--- config.mk ---
export PLATFORM = sky130hd
export DESIGN_NAME = pcc_top
export DESIGN_NICKNAME = d
export VERILOG_FILES = /design/src/hdl/pcc_pkg.sv /design/src/hdl/pcc_top.sv
export SDC_FILE = /design/constraint.sdc
export NUM_CORES = 1
export LEC_CHECK = 0
export ABC_AREA = 1
export BUFFER_PORTS_ARGS = -buffer_cell sky130_fd_sc_hd__buf_2
export CAP_MARGIN = 20
export CORE_ASPECT_RATIO = 1.1
export CORE_MARGIN = 1.5
export CORE_UTILIZATION = 25
export CTS_BUF_LIST = sky130_fd_sc_hd__clkbuf_16
export DETAILED_ROUTE_END_ITERATION = 16
export HOLD_SLACK_MARGIN = 0.06
export PLACE_DENSITY = 0.53
export SYNTH_ARGS = -nofsm -noshare
export SYNTH_HDL_FRONTEND = slang
export SYNTH_SLANG_ARGS = --single-unit
export TNS_END_PERCENT = 30
--- constraint.sdc ---
create_clock -name SYS_CLK -period 2 [get_ports SYS_CLK]
set_input_delay 0.3 -clock SYS_CLK [delete_from_list [all_inputs] [get_ports SYS_CLK]]
set_output_delay 0.3 -clock SYS_CLK [all_outputs]
set_load 0.1 [all_outputs]
--- src/hdl/pcc_pkg.sv ---
package pcc_pkg;

  // Register byte offsets
  localparam logic [11:0] ADDR_LOAD_DEBUG = 12'h000;
  localparam logic [11:0] ADDR_MODE_CTYPE = 12'h004;
  localparam logic [31:0] RESET_VALUE = 32'h0000_0000;

  // Writable-bit masks, reserved bits read as zero
  localparam logic [31:0] MASK_LOAD_DEBUG = 32'hC03F_003F;
  localparam logic [31:0] MASK_MODE_CTYPE = 32'h0700_0333;

  // Field positions in the load/debug control register
  localparam int BIT_TRI_DIS = 31;
  localparam int BIT_FREEZE = 30;
  localparam int LSB_IMM = 16;
  localparam int LSB_CRL = 0;
  // Field positions in the mode/counter-type register
  localparam int LSB_PAIRMODE = 24;
  localparam int LSB_DIR01 = 0;
  localparam int LSB_DIR23 = 4;
  localparam int LSB_DIR45 = 8;

  localparam int NUM_CH = 6;
  localparam int NUM_PAIR = 3;

  // AXI responses
  localparam logic [1:0] RESP_OKAY = 2'b00;
  localparam logic [1:0] RESP_SLVERR = 2'b10;

  // Counter direction codes
  typedef enum logic [1:0] {
    DIR_UP = 2'b00,
    DIR_DOWN = 2'b01,
    DIR_UPDOWN = 2'b10,
    DIR_RSVD = 2'b11
  } pcc_dir_t;

  // Decoded controls toward the output stage
  typedef struct packed {
    logic [NUM_CH-1:0] load_end;
    logic [NUM_CH-1:0] load_center;
    logic [NUM_CH-1:0] load_now;
    logic [NUM_PAIR-1:0] complementary;
    logic [NUM_PAIR-1:0] capture_ok;
  } pcc_ctrl_t;

endpackage

--- src/hdl/pcc_top.sv ---
`timescale 1ns/100ps
//
// Contract
// - Debug ack with bit 0 tristates outputs
// - Bit 1 keeps outputs driven in debug
// - Freeze bit halts counters during debug
// - Debug bits writable only when unlocked
// - Period loads at end point normally
// - Compare loads at end or center
// - Immediate bit loads values on write
// - Immediate overrides window and center loads
// - Up-down center mode: period at end
// - Six per-channel immediate and center bits
// - Pair mode bit: independent or complementary
// - Direction 00 up, 01 down, 10 updown
// - Capture only in up or down
// - Direction fields at 1:0, 5:4, 9:8
module pcc_top #(
  parameter int CH = pcc_pkg::NUM_CH
) (
  input wire logic SYS_CLK,
  input wire logic RST,
  input wire logic [11:0] AWADDR,
  input wire logic AWVALID,
  output logic AWREADY,
  input wire logic [31:0] WDATA,
  input wire logic [3:0] WSTRB,
  input wire logic WVALID,
  output logic WREADY,
  output logic [1:0] BRESP,
  output logic BVALID,
  input wire logic BREADY,
  input wire logic [11:0] ARADDR,
  input wire logic ARVALID,
  output logic ARREADY,
  output logic [31:0] RDATA,
  output logic [1:0] RRESP,
  output logic RVALID,
  input wire logic RREADY,
  input wire logic DEBUG_ACK,
  input wire logic WRITE_PROTECT_UNLOCK,
  input wire logic [CH-1:0] WINDOW_LOAD_EN,
  output logic OUTPUT_TRISTATE,
  output logic COUNTER_FREEZE,
  output logic [CH-1:0] LOAD_AT_END,
  output logic [CH-1:0] LOAD_AT_CENTER,
  output logic [CH-1:0] LOAD_NOW,
  output logic [CH-1:0] WINDOW_LOAD_ACTIVE,
  output logic [2:0] PAIR_COMPLEMENTARY_SEL,
  output logic [1:0] PAIR01_COUNT_DIRECTION,
  output logic [1:0] PAIR23_COUNT_DIRECTION,
  output logic [1:0] PAIR45_COUNT_DIRECTION,
  output logic [2:0] CAPTURE_ALLOWED
);

  ////////////////////////////////////////////////////////////////////////////
  // Pin and cross-domain inputs
  logic [1:0] dbg_sync_ff; // Debug ack comes from the core's debug domain
  logic [1:0] unlock_sync_ff; // Protection level from system controller

  // Two-stage synchronisers; stage 0 feeds only stage 1
  always_ff @(posedge SYS_CLK) begin
    if (RST) begin
      dbg_sync_ff <= 2'b00;
      unlock_sync_ff <= 2'b00;
    end else begin
      dbg_sync_ff <= {dbg_sync_ff[0], DEBUG_ACK};
      unlock_sync_ff <= {unlock_sync_ff[0], WRITE_PROTECT_UNLOCK};
    end
  end

  logic debug_ack_s;
  logic unlocked_s;
  assign debug_ack_s = dbg_sync_ff[1];
  assign unlocked_s = unlock_sync_ff[1];

  ////////////////////////////////////////////////////////////////////////////
  // AXI4-Lite write path
  logic aw_held_ff; // Address captured, waiting for data
  logic w_held_ff; // Data captured, waiting for address
  logic [11:0] awaddr_ff;
  logic [31:0] wdata_ff;
  logic [3:0] wstrb_ff;
  logic bvalid_ff;
  logic [1:0] bresp_ff;
  logic do_write;
  logic awready_ff; // Address ready, kept equal to ~aw_held_ff & ~bvalid_ff
  logic wready_ff; // Data ready, kept equal to ~w_held_ff & ~bvalid_ff
  logic nxt_aw_held;
  logic nxt_w_held;
  logic nxt_bvalid;

  // Ready only while the slot is empty and no response is pending
  assign AWREADY = awready_ff;
  assign WREADY = wready_ff;
  // Address and data accepted in either order, commit when both present
  assign do_write = aw_held_ff & w_held_ff & ~bvalid_ff;

  // Next slot and response state, used only to register the readies
  always_comb begin
    nxt_aw_held = aw_held_ff;
    nxt_w_held = w_held_ff;
    nxt_bvalid = bvalid_ff;
    if (AWVALID && awready_ff) begin
      nxt_aw_held = 1'b1;
    end else if (do_write) begin
      nxt_aw_held = 1'b0;
    end
    if (WVALID && wready_ff) begin
      nxt_w_held = 1'b1;
    end else if (do_write) begin
      nxt_w_held = 1'b0;
    end
    if (do_write) begin
      nxt_bvalid = 1'b1;
    end else if (BREADY) begin
      nxt_bvalid = 1'b0;
    end
  end

  // Registered readies; same timing as the decoded form, but the pins come from flops
  always_ff @(posedge SYS_CLK) begin
    if (RST) begin
      awready_ff <= 1'b1;
      wready_ff <= 1'b1;
    end else begin
      awready_ff <= ~nxt_aw_held & ~nxt_bvalid;
      wready_ff <= ~nxt_w_held & ~nxt_bvalid;
    end
  end

  // Capture address and data channels independently
  always_ff @(posedge SYS_CLK) begin
    if (RST) begin
      aw_held_ff <= 1'b0;
      w_held_ff <= 1'b0;
      awaddr_ff <= 12'h000;
      wdata_ff <= 32'h0000_0000;
      wstrb_ff <= 4'h0;
    end else begin
      if (AWVALID && AWREADY) begin
        aw_held_ff <= 1'b1;
        awaddr_ff <= AWADDR;
      end else if (do_write) begin
        aw_held_ff <= 1'b0;
      end
      if (WVALID && WREADY) begin
        w_held_ff <= 1'b1;
        wdata_ff <= WDATA;
        wstrb_ff <= WSTRB;
      end else if (do_write) begin
        w_held_ff <= 1'b0;
      end
    end
  end

  // Write response; unmapped addresses answer SLVERR
  always_ff @(posedge SYS_CLK) begin
    if (RST) begin
      bvalid_ff <= 1'b0;
      bresp_ff <= pcc_pkg::RESP_OKAY;
    end else if (do_write) begin
      bvalid_ff <= 1'b1;
      if (awaddr_ff[11:2] == pcc_pkg::ADDR_LOAD_DEBUG[11:2] ||
          awaddr_ff[11:2] == pcc_pkg::ADDR_MODE_CTYPE[11:2]) begin
        bresp_ff <= pcc_pkg::RESP_OKAY;
      end else begin
        bresp_ff <= pcc_pkg::RESP_SLVERR;
      end
    end else if (BREADY) begin
      bvalid_ff <= 1'b0;
    end
  end

  assign BVALID = bvalid_ff;
  assign BRESP = bresp_ff;

  ////////////////////////////////////////////////////////////////////////////
  // Control registers
  logic [31:0] load_dbg_ff; // Load and debug control
  logic [31:0] mode_ff; // Pair mode and counter type
  logic [31:0] wmask;
  logic [31:0] nxt_load_dbg;
  logic [31:0] nxt_mode;

  // Byte-lane mask from strobes
  always_comb begin
    for (int b = 0; b < 4; b++) begin
      wmask[b*8 +: 8] = {8{wstrb_ff[b]}};
    end
  end

  // Next values; reserved bits always forced to zero
  always_comb begin
    logic [31:0] keep;
    keep = pcc_pkg::MASK_LOAD_DEBUG & wmask;
    // Debug bits are frozen while protection is locked
    if (!unlocked_s) begin
      keep[pcc_pkg::BIT_TRI_DIS] = 1'b0;
      keep[pcc_pkg::BIT_FREEZE] = 1'b0;
    end
    nxt_load_dbg = (load_dbg_ff & ~keep) | (wdata_ff & keep);
    nxt_mode = (mode_ff & ~(pcc_pkg::MASK_MODE_CTYPE & wmask)) |
               (wdata_ff & pcc_pkg::MASK_MODE_CTYPE & wmask);
  end

  // Load/debug register storage
  always_ff @(posedge SYS_CLK) begin
    if (RST) begin
      load_dbg_ff <= pcc_pkg::RESET_VALUE;
    end else if (do_write && awaddr_ff[11:2] == pcc_pkg::ADDR_LOAD_DEBUG[11:2]) begin
      load_dbg_ff <= nxt_load_dbg;
    end
  end

  // Mode/counter-type register storage
  always_ff @(posedge SYS_CLK) begin
    if (RST) begin
      mode_ff <= pcc_pkg::RESET_VALUE;
    end else if (do_write && awaddr_ff[11:2] == pcc_pkg::ADDR_MODE_CTYPE[11:2]) begin
      mode_ff <= nxt_mode;
    end
  end

  ////////////////////////////////////////////////////////////////////////////
  // AXI4-Lite read path
  logic rvalid_ff;
  logic [31:0] rdata_ff;
  logic [1:0] rresp_ff;
  logic arready_ff; // Mirrors ~rvalid_ff so the ready pin is a flop

  assign ARREADY = arready_ff;

  // Read mux; live register content shows the block's state
  always_ff @(posedge SYS_CLK) begin
    if (RST) begin
      rvalid_ff <= 1'b0;
      arready_ff <= 1'b1;
      rdata_ff <= 32'h0000_0000;
      rresp_ff <= pcc_pkg::RESP_OKAY;
    end else if (ARVALID && ARREADY) begin
      rvalid_ff <= 1'b1;
      arready_ff <= 1'b0;
      if (ARADDR[11:2] == pcc_pkg::ADDR_LOAD_DEBUG[11:2]) begin
        rdata_ff <= load_dbg_ff;
        rresp_ff <= pcc_pkg::RESP_OKAY;
      end else if (ARADDR[11:2] == pcc_pkg::ADDR_MODE_CTYPE[11:2]) begin
        rdata_ff <= mode_ff;
        rresp_ff <= pcc_pkg::RESP_OKAY;
      end else begin
        // Unmapped: zero data with an error response
        rdata_ff <= 32'h0000_0000;
        rresp_ff <= pcc_pkg::RESP_SLVERR;
      end
    end else if (RREADY) begin
      rvalid_ff <= 1'b0;
      arready_ff <= 1'b1;
    end
  end

  assign RVALID = rvalid_ff;
  assign RDATA = rdata_ff;
  assign RRESP = rresp_ff;

  ////////////////////////////////////////////////////////////////////////////
  // Decode toward the output stage
  logic [CH-1:0] imm;
  logic [CH-1:0] crl;
  logic [1:0] dir [3];
  pcc_pkg::pcc_ctrl_t nxt_ctrl;
  pcc_pkg::pcc_ctrl_t ctrl_ff;
  logic tri_ff;
  logic freeze_ff;
  logic [CH-1:0] win_ff;

  assign imm = load_dbg_ff[pcc_pkg::LSB_IMM +: CH];
  assign crl = load_dbg_ff[pcc_pkg::LSB_CRL +: CH];
  assign dir[0] = mode_ff[pcc_pkg::LSB_DIR01 +: 2];
  assign dir[1] = mode_ff[pcc_pkg::LSB_DIR23 +: 2];
  assign dir[2] = mode_ff[pcc_pkg::LSB_DIR45 +: 2];

  // Per-channel load timing; period always loads at end point when not immediate
  always_comb begin
    nxt_ctrl.load_now = imm;
    nxt_ctrl.load_end = ~imm;
    // Center point applies to compare only, and loses to immediate
    nxt_ctrl.load_center = crl & ~imm;
    for (int p = 0; p < pcc_pkg::NUM_PAIR; p++) begin
      nxt_ctrl.complementary[p] = mode_ff[pcc_pkg::LSB_PAIRMODE + p];
      // Capture supported in up and down only; updown and reserved excluded
      nxt_ctrl.capture_ok[p] = (dir[p] == pcc_pkg::DIR_UP) || (dir[p] == pcc_pkg::DIR_DOWN);
    end
  end

  // Registered load controls
  always_ff @(posedge SYS_CLK) begin
    if (RST) begin
      ctrl_ff <= '0;
      win_ff <= '0;
    end else begin
      ctrl_ff <= nxt_ctrl;
      win_ff <= WINDOW_LOAD_EN & ~imm;
    end
  end

  // Debug effect on pins and counters, from synchronised ack
  always_ff @(posedge SYS_CLK) begin
    if (RST) begin
      tri_ff <= 1'b0;
      freeze_ff <= 1'b0;
    end else begin
      // Tristate only with bit clear; set keeps outputs driving
      tri_ff <= debug_ack_s & ~load_dbg_ff[pcc_pkg::BIT_TRI_DIS];
      // Counters hold for the whole debug episode when the freeze bit is set
      freeze_ff <= debug_ack_s & load_dbg_ff[pcc_pkg::BIT_FREEZE];
    end
  end

  // Pair mode equality under group use is left to software
  assign OUTPUT_TRISTATE = tri_ff;
  assign COUNTER_FREEZE = freeze_ff;
  assign LOAD_AT_END = ctrl_ff.load_end;
  assign LOAD_AT_CENTER = ctrl_ff.load_center;
  assign LOAD_NOW = ctrl_ff.load_now;
  assign WINDOW_LOAD_ACTIVE = win_ff;
  assign PAIR_COMPLEMENTARY_SEL = ctrl_ff.complementary;
  assign CAPTURE_ALLOWED = ctrl_ff.capture_ok;
  assign PAIR01_COUNT_DIRECTION = mode_ff[pcc_pkg::LSB_DIR01 +: 2];
  assign PAIR23_COUNT_DIRECTION = mode_ff[pcc_pkg::LSB_DIR23 +: 2];
  assign PAIR45_COUNT_DIRECTION = mode_ff[pcc_pkg::LSB_DIR45 +: 2];

endmodule // pcc_top

==> run summary, run 1 <==
Outcome: finished, final reports clean
Vias in the first global route: 3,394
Grt ovf: 0
Synth-to-layout area growth: 29.94%
Pwr per Cell Area: 1108 mW/mm^2
Leakage: 2.849 nW
Non-Filler Instances: 945
Postcts setup bufs: 0
# IOs: 154
Post-Synthesis Cells: 575
CTS tree: yes
Maxcap violations: 0
Clk root buf: clkbuf_16
Syn_area_per_cell: 7.812 um^2
Fmax: 637.1 MHz
Post-synthesis cell area: 0.004492 mm^2
Finished Core Util: 33.02%
Final net count: 768
Gr usage total: 12.48%
Peak supply drop: 0.0005970 V
CP bufs+invs: 1
Critical Path End Type: primary output
Min-delay worst type: input pin to flop
Antenna-violating nets left: 0
Maximum buffer depth of the clock tree: 2
Share of flip-flops with an asynchronous set or reset: 0%
I/O Buffers: 121
# rows: 51
Fin crit period: 1.570 ns
Worst path top cell family by delay: buffers and inverters
Count leader, synth: nor2_1
Hold-fix buffers at CTS: 0
CTS Sinks: 120
Initial antenna violation count: 3
Skew-Pair Late Insertion Delay: 0.41 ns
DP Worst Slack: 0.5968 ns
H-tree Lvls: 4
Clock transition at path regs: 0.06 ns
Crit share post-route: 78.49%
DRT Wirelength: 11,290 um
Tightest Pin Transition: 0.8001 ns
Slew headroom: 46.60%
Critical setup path kind: flop to primary output
Fin area: 0.005837 mm^2
Post-DP HPWL: 8021 um
Synth Warn #: 0
DIE HEIGHT: 143.6 um
WP data required: 1.70 ns
Count of final hold-check violations: 0
Vias: 3,757
Final slew viol count: 0
DRC errors left: 0
Worst Clk Skew: 0.007476 ns
Die X-Extent: 130.8 um
CTS Buf Count: 17
Worst Path Max Fanout: 4
Die Footprint: 0.01878 mm^2
Main synth FF type: dfxtp_1
Critical Path, Cell by Cell: buf_2
Top cell type by total area after synthesis: dfxtp_1
Global-route wire length before repair: 17,480 um
Slowest CP cell: buf_2
Multi-input gate area: 0.001690 mm^2
Arrival @ worst endpoint: 1.27 ns
Post-synth top area share: 53.48%
# setup viols final: 0
Fraction of layout instances using a drive strength above 1: 26.35%
Placer Congestion: 0.6745
Post-cts sizing count: 0
DR iter-0 viols: 154
Register area share after synthesis: 53.48%
Setup TNS: 0 ns
Placed Instance Area: 0.005254 mm^2
Synthesized flop and latch total: 120
Initial Utilization: 25.41%
RSZ-0062 raised after global routing: false
Count of different cell masters after synthesis: 26
Max stage delay on crit path: 0.46 ns
Synth area leaders: dfxtp_1, nor2_1, nand2_1
Number of synthesized flops with an enable pin: 0
Synth top cells by count: nor2_1, dfxtp_1, nand2_1
Routed length per placed instance: 11.95 um
Register area: 0.002402 mm^2
Startpoint types: flop
Drt via density: 3.976
Fillcell total: 1,919
Largest net degree at the start of global routing: 48
Core region area: 0.01768 mm^2
1st-pass router iterations: 4
Post-route setup slack: 0.4303 ns
Post-Place Cells: 912
-- placed cells by master (no fill, tap or decap), drive strengths merged --
| cell type | count |
|---|---|
| clkinv | 6 |
| diode | 1 |
| bufinv | 2 |
| inv | 51 |
| o31ai | 1 |
| nand4 | 8 |
| buf | 128 |
| nand3 | 27 |
| nand2 | 87 |
| clkinvlp | 4 |
| nor4 | 1 |
| o21ai | 45 |
| a21oi | 21 |
| nor2 | 164 |
| or2 | 1 |
| clkbuf | 17 |
| conb | 15 |
| dfxtp | 120 |
| nor3 | 8 |
-- worst reg2reg max path, cell delays in order, from the launching register on --
cell and delay (ns):
dfxtp_1 0.33, nand2_1 0.07, inv_1 0.58, nor2_1 0.12, nor2_1 0.16
-- where the power goes --
group	internal [mW]	total, mW	switching, mW
sequential	2.51	2.57	0.0626
combinational	0.179	0.912	0.733
clock	1.83	2.98	1.15
total	4.52	6.46	1.94
-- metrics by stage --
step | total power, mW | hold slack, ns
2_1_floorplan | 3.383 | 0.3883
3_3_place_gp | 3.539 | 0.3998
3_5_place_dp | 3.546 | 0.4019
4_1_cts | 6.562 | 0.07573
5_1_grt | 6.754 | 0.08792
6_report | 6.465 | 0.09519
-- worst paths after layout --
kind | startpoint | to | slack, ns | cells past startpoint
min | WRITE_PROTECT_UNLOCK | unlock_sync_ff[0] | 0.1 | 3
max reg2reg | WREADY | wdata_ff[9] | 0.68 | 4
min reg2reg | unlock_sync_ff[0] | unlock_sync_ff[1] | 0.41 | 2
max | flop | PAIR45_COUNT_DIRECTION[1] | 0.43 | 1
-- logic make-up (layout without fill, tap and decap cells) --
family,after synthesis,in the layout,synth area share (%)
flops,120,120,53.48
other cells,1,16,0.08349
compound gates,67,67,7.521
simple gates,296,296,28.86
buf+inv,91,208,10.06
-- cell type report --
type                            instances  share of cell area, %
Antenna cell                            1                0.04287
Clock buffer                           17                  7.288
Clock inverter                         15                  2.658
Inverter                               48                  3.087
Multi-Input combinational cell        378                  28.96
Sequential cell                       120                  41.16
Tap cell                              238                  5.102
Timing Repair Buffer                  128                  11.70
-- per-layer routing --
metal / vias to the layer above / wire, um / GRT usage (%)
met1: 1627 / 5271 / 15.50
met3: 19 / 729 / 4.691
met5: - / 21 / 0
met2: 101 / 5091 / 19.34
met4: 4 / 176 / 5.205
li1: 2006 / - / -
No activity file was read; power rests on OpenSTA's default activity.
==> run 2, diff against run 1 <==
==> constraint.sdc (replaced) <==
create_clock -name SYS_CLK -period 1.5 [get_ports SYS_CLK]
set_input_delay 0.225 -clock SYS_CLK [delete_from_list [all_inputs] [get_ports SYS_CLK]]
set_output_delay 0.225 -clock SYS_CLK [all_outputs]
set_load 0.1 [all_outputs]
==> run 2 against run 1 <==
  * Via count up 1.4%
  * Sequential share of layout area fell by 2.3 points
  * Count of clock-buffer cells in the layout is the same
  * Worst setup slack lost 0.38 ns
  * Largest cell class unchanged
  * Combinational power rose by 40%
  * Clock power up 39%
  * Total power grew 37%
  * Non-clock buffer count up 31
  * Final cell count up 3.5%
  * Global-route usage increased by 0.14 points
==> run summary, run 2 (synthesis results as in run 1) <==
Outcome: finished, final reports clean
Core region area: 0.01768 mm^2
WP data required: 1.27 ns
Die X-Extent: 130.8 um
Post-Place Cells: 916
Fmax: 688.9 MHz
Crit share post-route: 96.77%
Combinational power share: 14.4%
Final net count: 799
Min-delay worst type: input pin to flop
Placer Congestion: 0.7257
Clock transition at path regs: 0.06 ns
Grt ovf: 0
I/O Buffers: 121
Switching share of power: 29.29%
Initial antenna violation count: 3
Total chip power: 8.845 mW
Arrival @ worst endpoint: 1.23 ns
Vias: 3,808
Postcts setup bufs: 0
CTS Sinks: 120
Gr usage total: 12.62%
Reg power frac: 38.8%
DIE HEIGHT: 143.6 um
Clk pwr share: 46.8%
Worst Path Max Fanout: 3
Int Pwr: 6.254 mW
Worst path top cell family by delay: buffers and inverters
Maxcap violations: 0
# rows: 51
Commonest cells after routing, fill and taps aside: nor2_1, dfxtp_1, buf_2
Critical setup path kind: flop to primary output
Startpoint types: flop
Critical Path, Cell by Cell: buf_2
Maximum buffer depth of the clock tree: 2
CTS Buf Count: 17
Worst Clk Skew: 0.007393 ns
Slew headroom: 48.02%
Critical Path End Type: primary output
Tightest Pin Transition: 0.7789 ns
Post-DP HPWL: 7922 um
DRC errors left: 0
Non-Filler Instances: 978
Switch Pwr: 2.591 mW
Slowest CP cell: buf_2
Peak supply drop: 0.0007889 V
CTS tree: yes
Final slew viol count: 0
Global-route wire length before repair: 17,800 um
H-tree Lvls: 4
Leakage: 2.991 nW
Fin crit period: 1.452 ns
RSZ-0062 raised after global routing: false
Initial Utilization: 25.41%
Max stage delay on crit path: 0.45 ns
Largest net degree at the start of global routing: 51
Antenna-violating nets left: 0
Skew-Pair Late Insertion Delay: 0.41 ns
Pwr per Cell Area: 1429 mW/mm^2
Most common cell after layout, fill and taps aside: nor2_1
Routed length per placed instance: 11.34 um
# IOs: 154
CP bufs+invs: 1
Clk root buf: clkbuf_16
1st-pass router iterations: 4
Count of final hold-check violations: 0
Die Footprint: 0.01878 mm^2
Fraction of layout instances using a drive strength above 1: 26.19%
Synth-to-layout area growth: 37.80%
Vias in the first global route: 3,505
DRT Wirelength: 11,090 um
Drt via density: 3.894
# setup viols final: 0
DR iter-0 viols: 176
run 2: final cells by class:
type                            instances  area [um^2]
Multi-Input combinational cell        378         1690
Antenna cell                            3        7.507
Clock buffer                           17        425.4
Tap cell                              238        297.8
Inverter                               48        180.2
Timing Repair Buffer                  159         1006
Sequential cell                       120         2405
Clock inverter                         15        177.7
Fill cell                            1914        11490
run 2: worst paths after layout:
kind	cells past startpoint	slack, ns	from	to
worst max-delay path	1	0.05	flop	PAIR45_COUNT_DIRECTION[0]
worst min-delay path	3	0.07	WDATA[21]	wdata_ff[21]
worst max register to register	8	0.18	BVALID	flop
worst min register to register	2	0.40	unlock_sync_ff[0]	unlock_sync_ff[1]
run 2: metrics by stage:
stage	TNS (ns)	setup WS (ns)	hold slack (ns)	cell area [um^2]	utilization, %
2_1_floorplan	-6.918	-0.2349	0.3320	4547	-
3_5_place_dp	0	0.1862	0.3989	5299	29.98
5_1_grt	0	0.01608	0.07481	6190	35.02
6_report	0	0.04841	0.07321	6190	35.02
4_1_cts	0	0.002929	0.06159	6177	34.95
3_3_place_gp	0	0.1967	0.3965	5299	29.98
run 2: what timing repair did:
item                       in CTS  in global routing
pin swaps                       0                  0
cloned                          0                  0
resized for setup               2                  2
hold buffers                   27                  0
setup endpoints to repair       2                  2
hold endpoints to repair       28                  0
run 2: routing by layer:
layer / GRT usage [%] / vias up / part of all wire (%) / routed length, um
met5: 0 / - / 0 / 0
met4: 4.338 / 0 / 1.5 / 166
met3: 4.877 / 12 / 5.0 / 559
met2: 19.22 / 90 / 44 / 4855
met1: 16.23 / 1637 / 50 / 5509
li1: - / 2069 / - / -
run 2: power groups by stage:
stage / registers [mW] / logic [mW] / clock network [mW]
detailed placement: 3.50 / 1.23 / 0
finish: 3.43 / 1.28 / 4.14
CTS: 3.43 / 1.29 / 4.26
global route: 3.45 / 1.38 / 4.41
floorplan: 3.95 / 0.563 / 0
global placement: 3.50 / 1.22 / 0
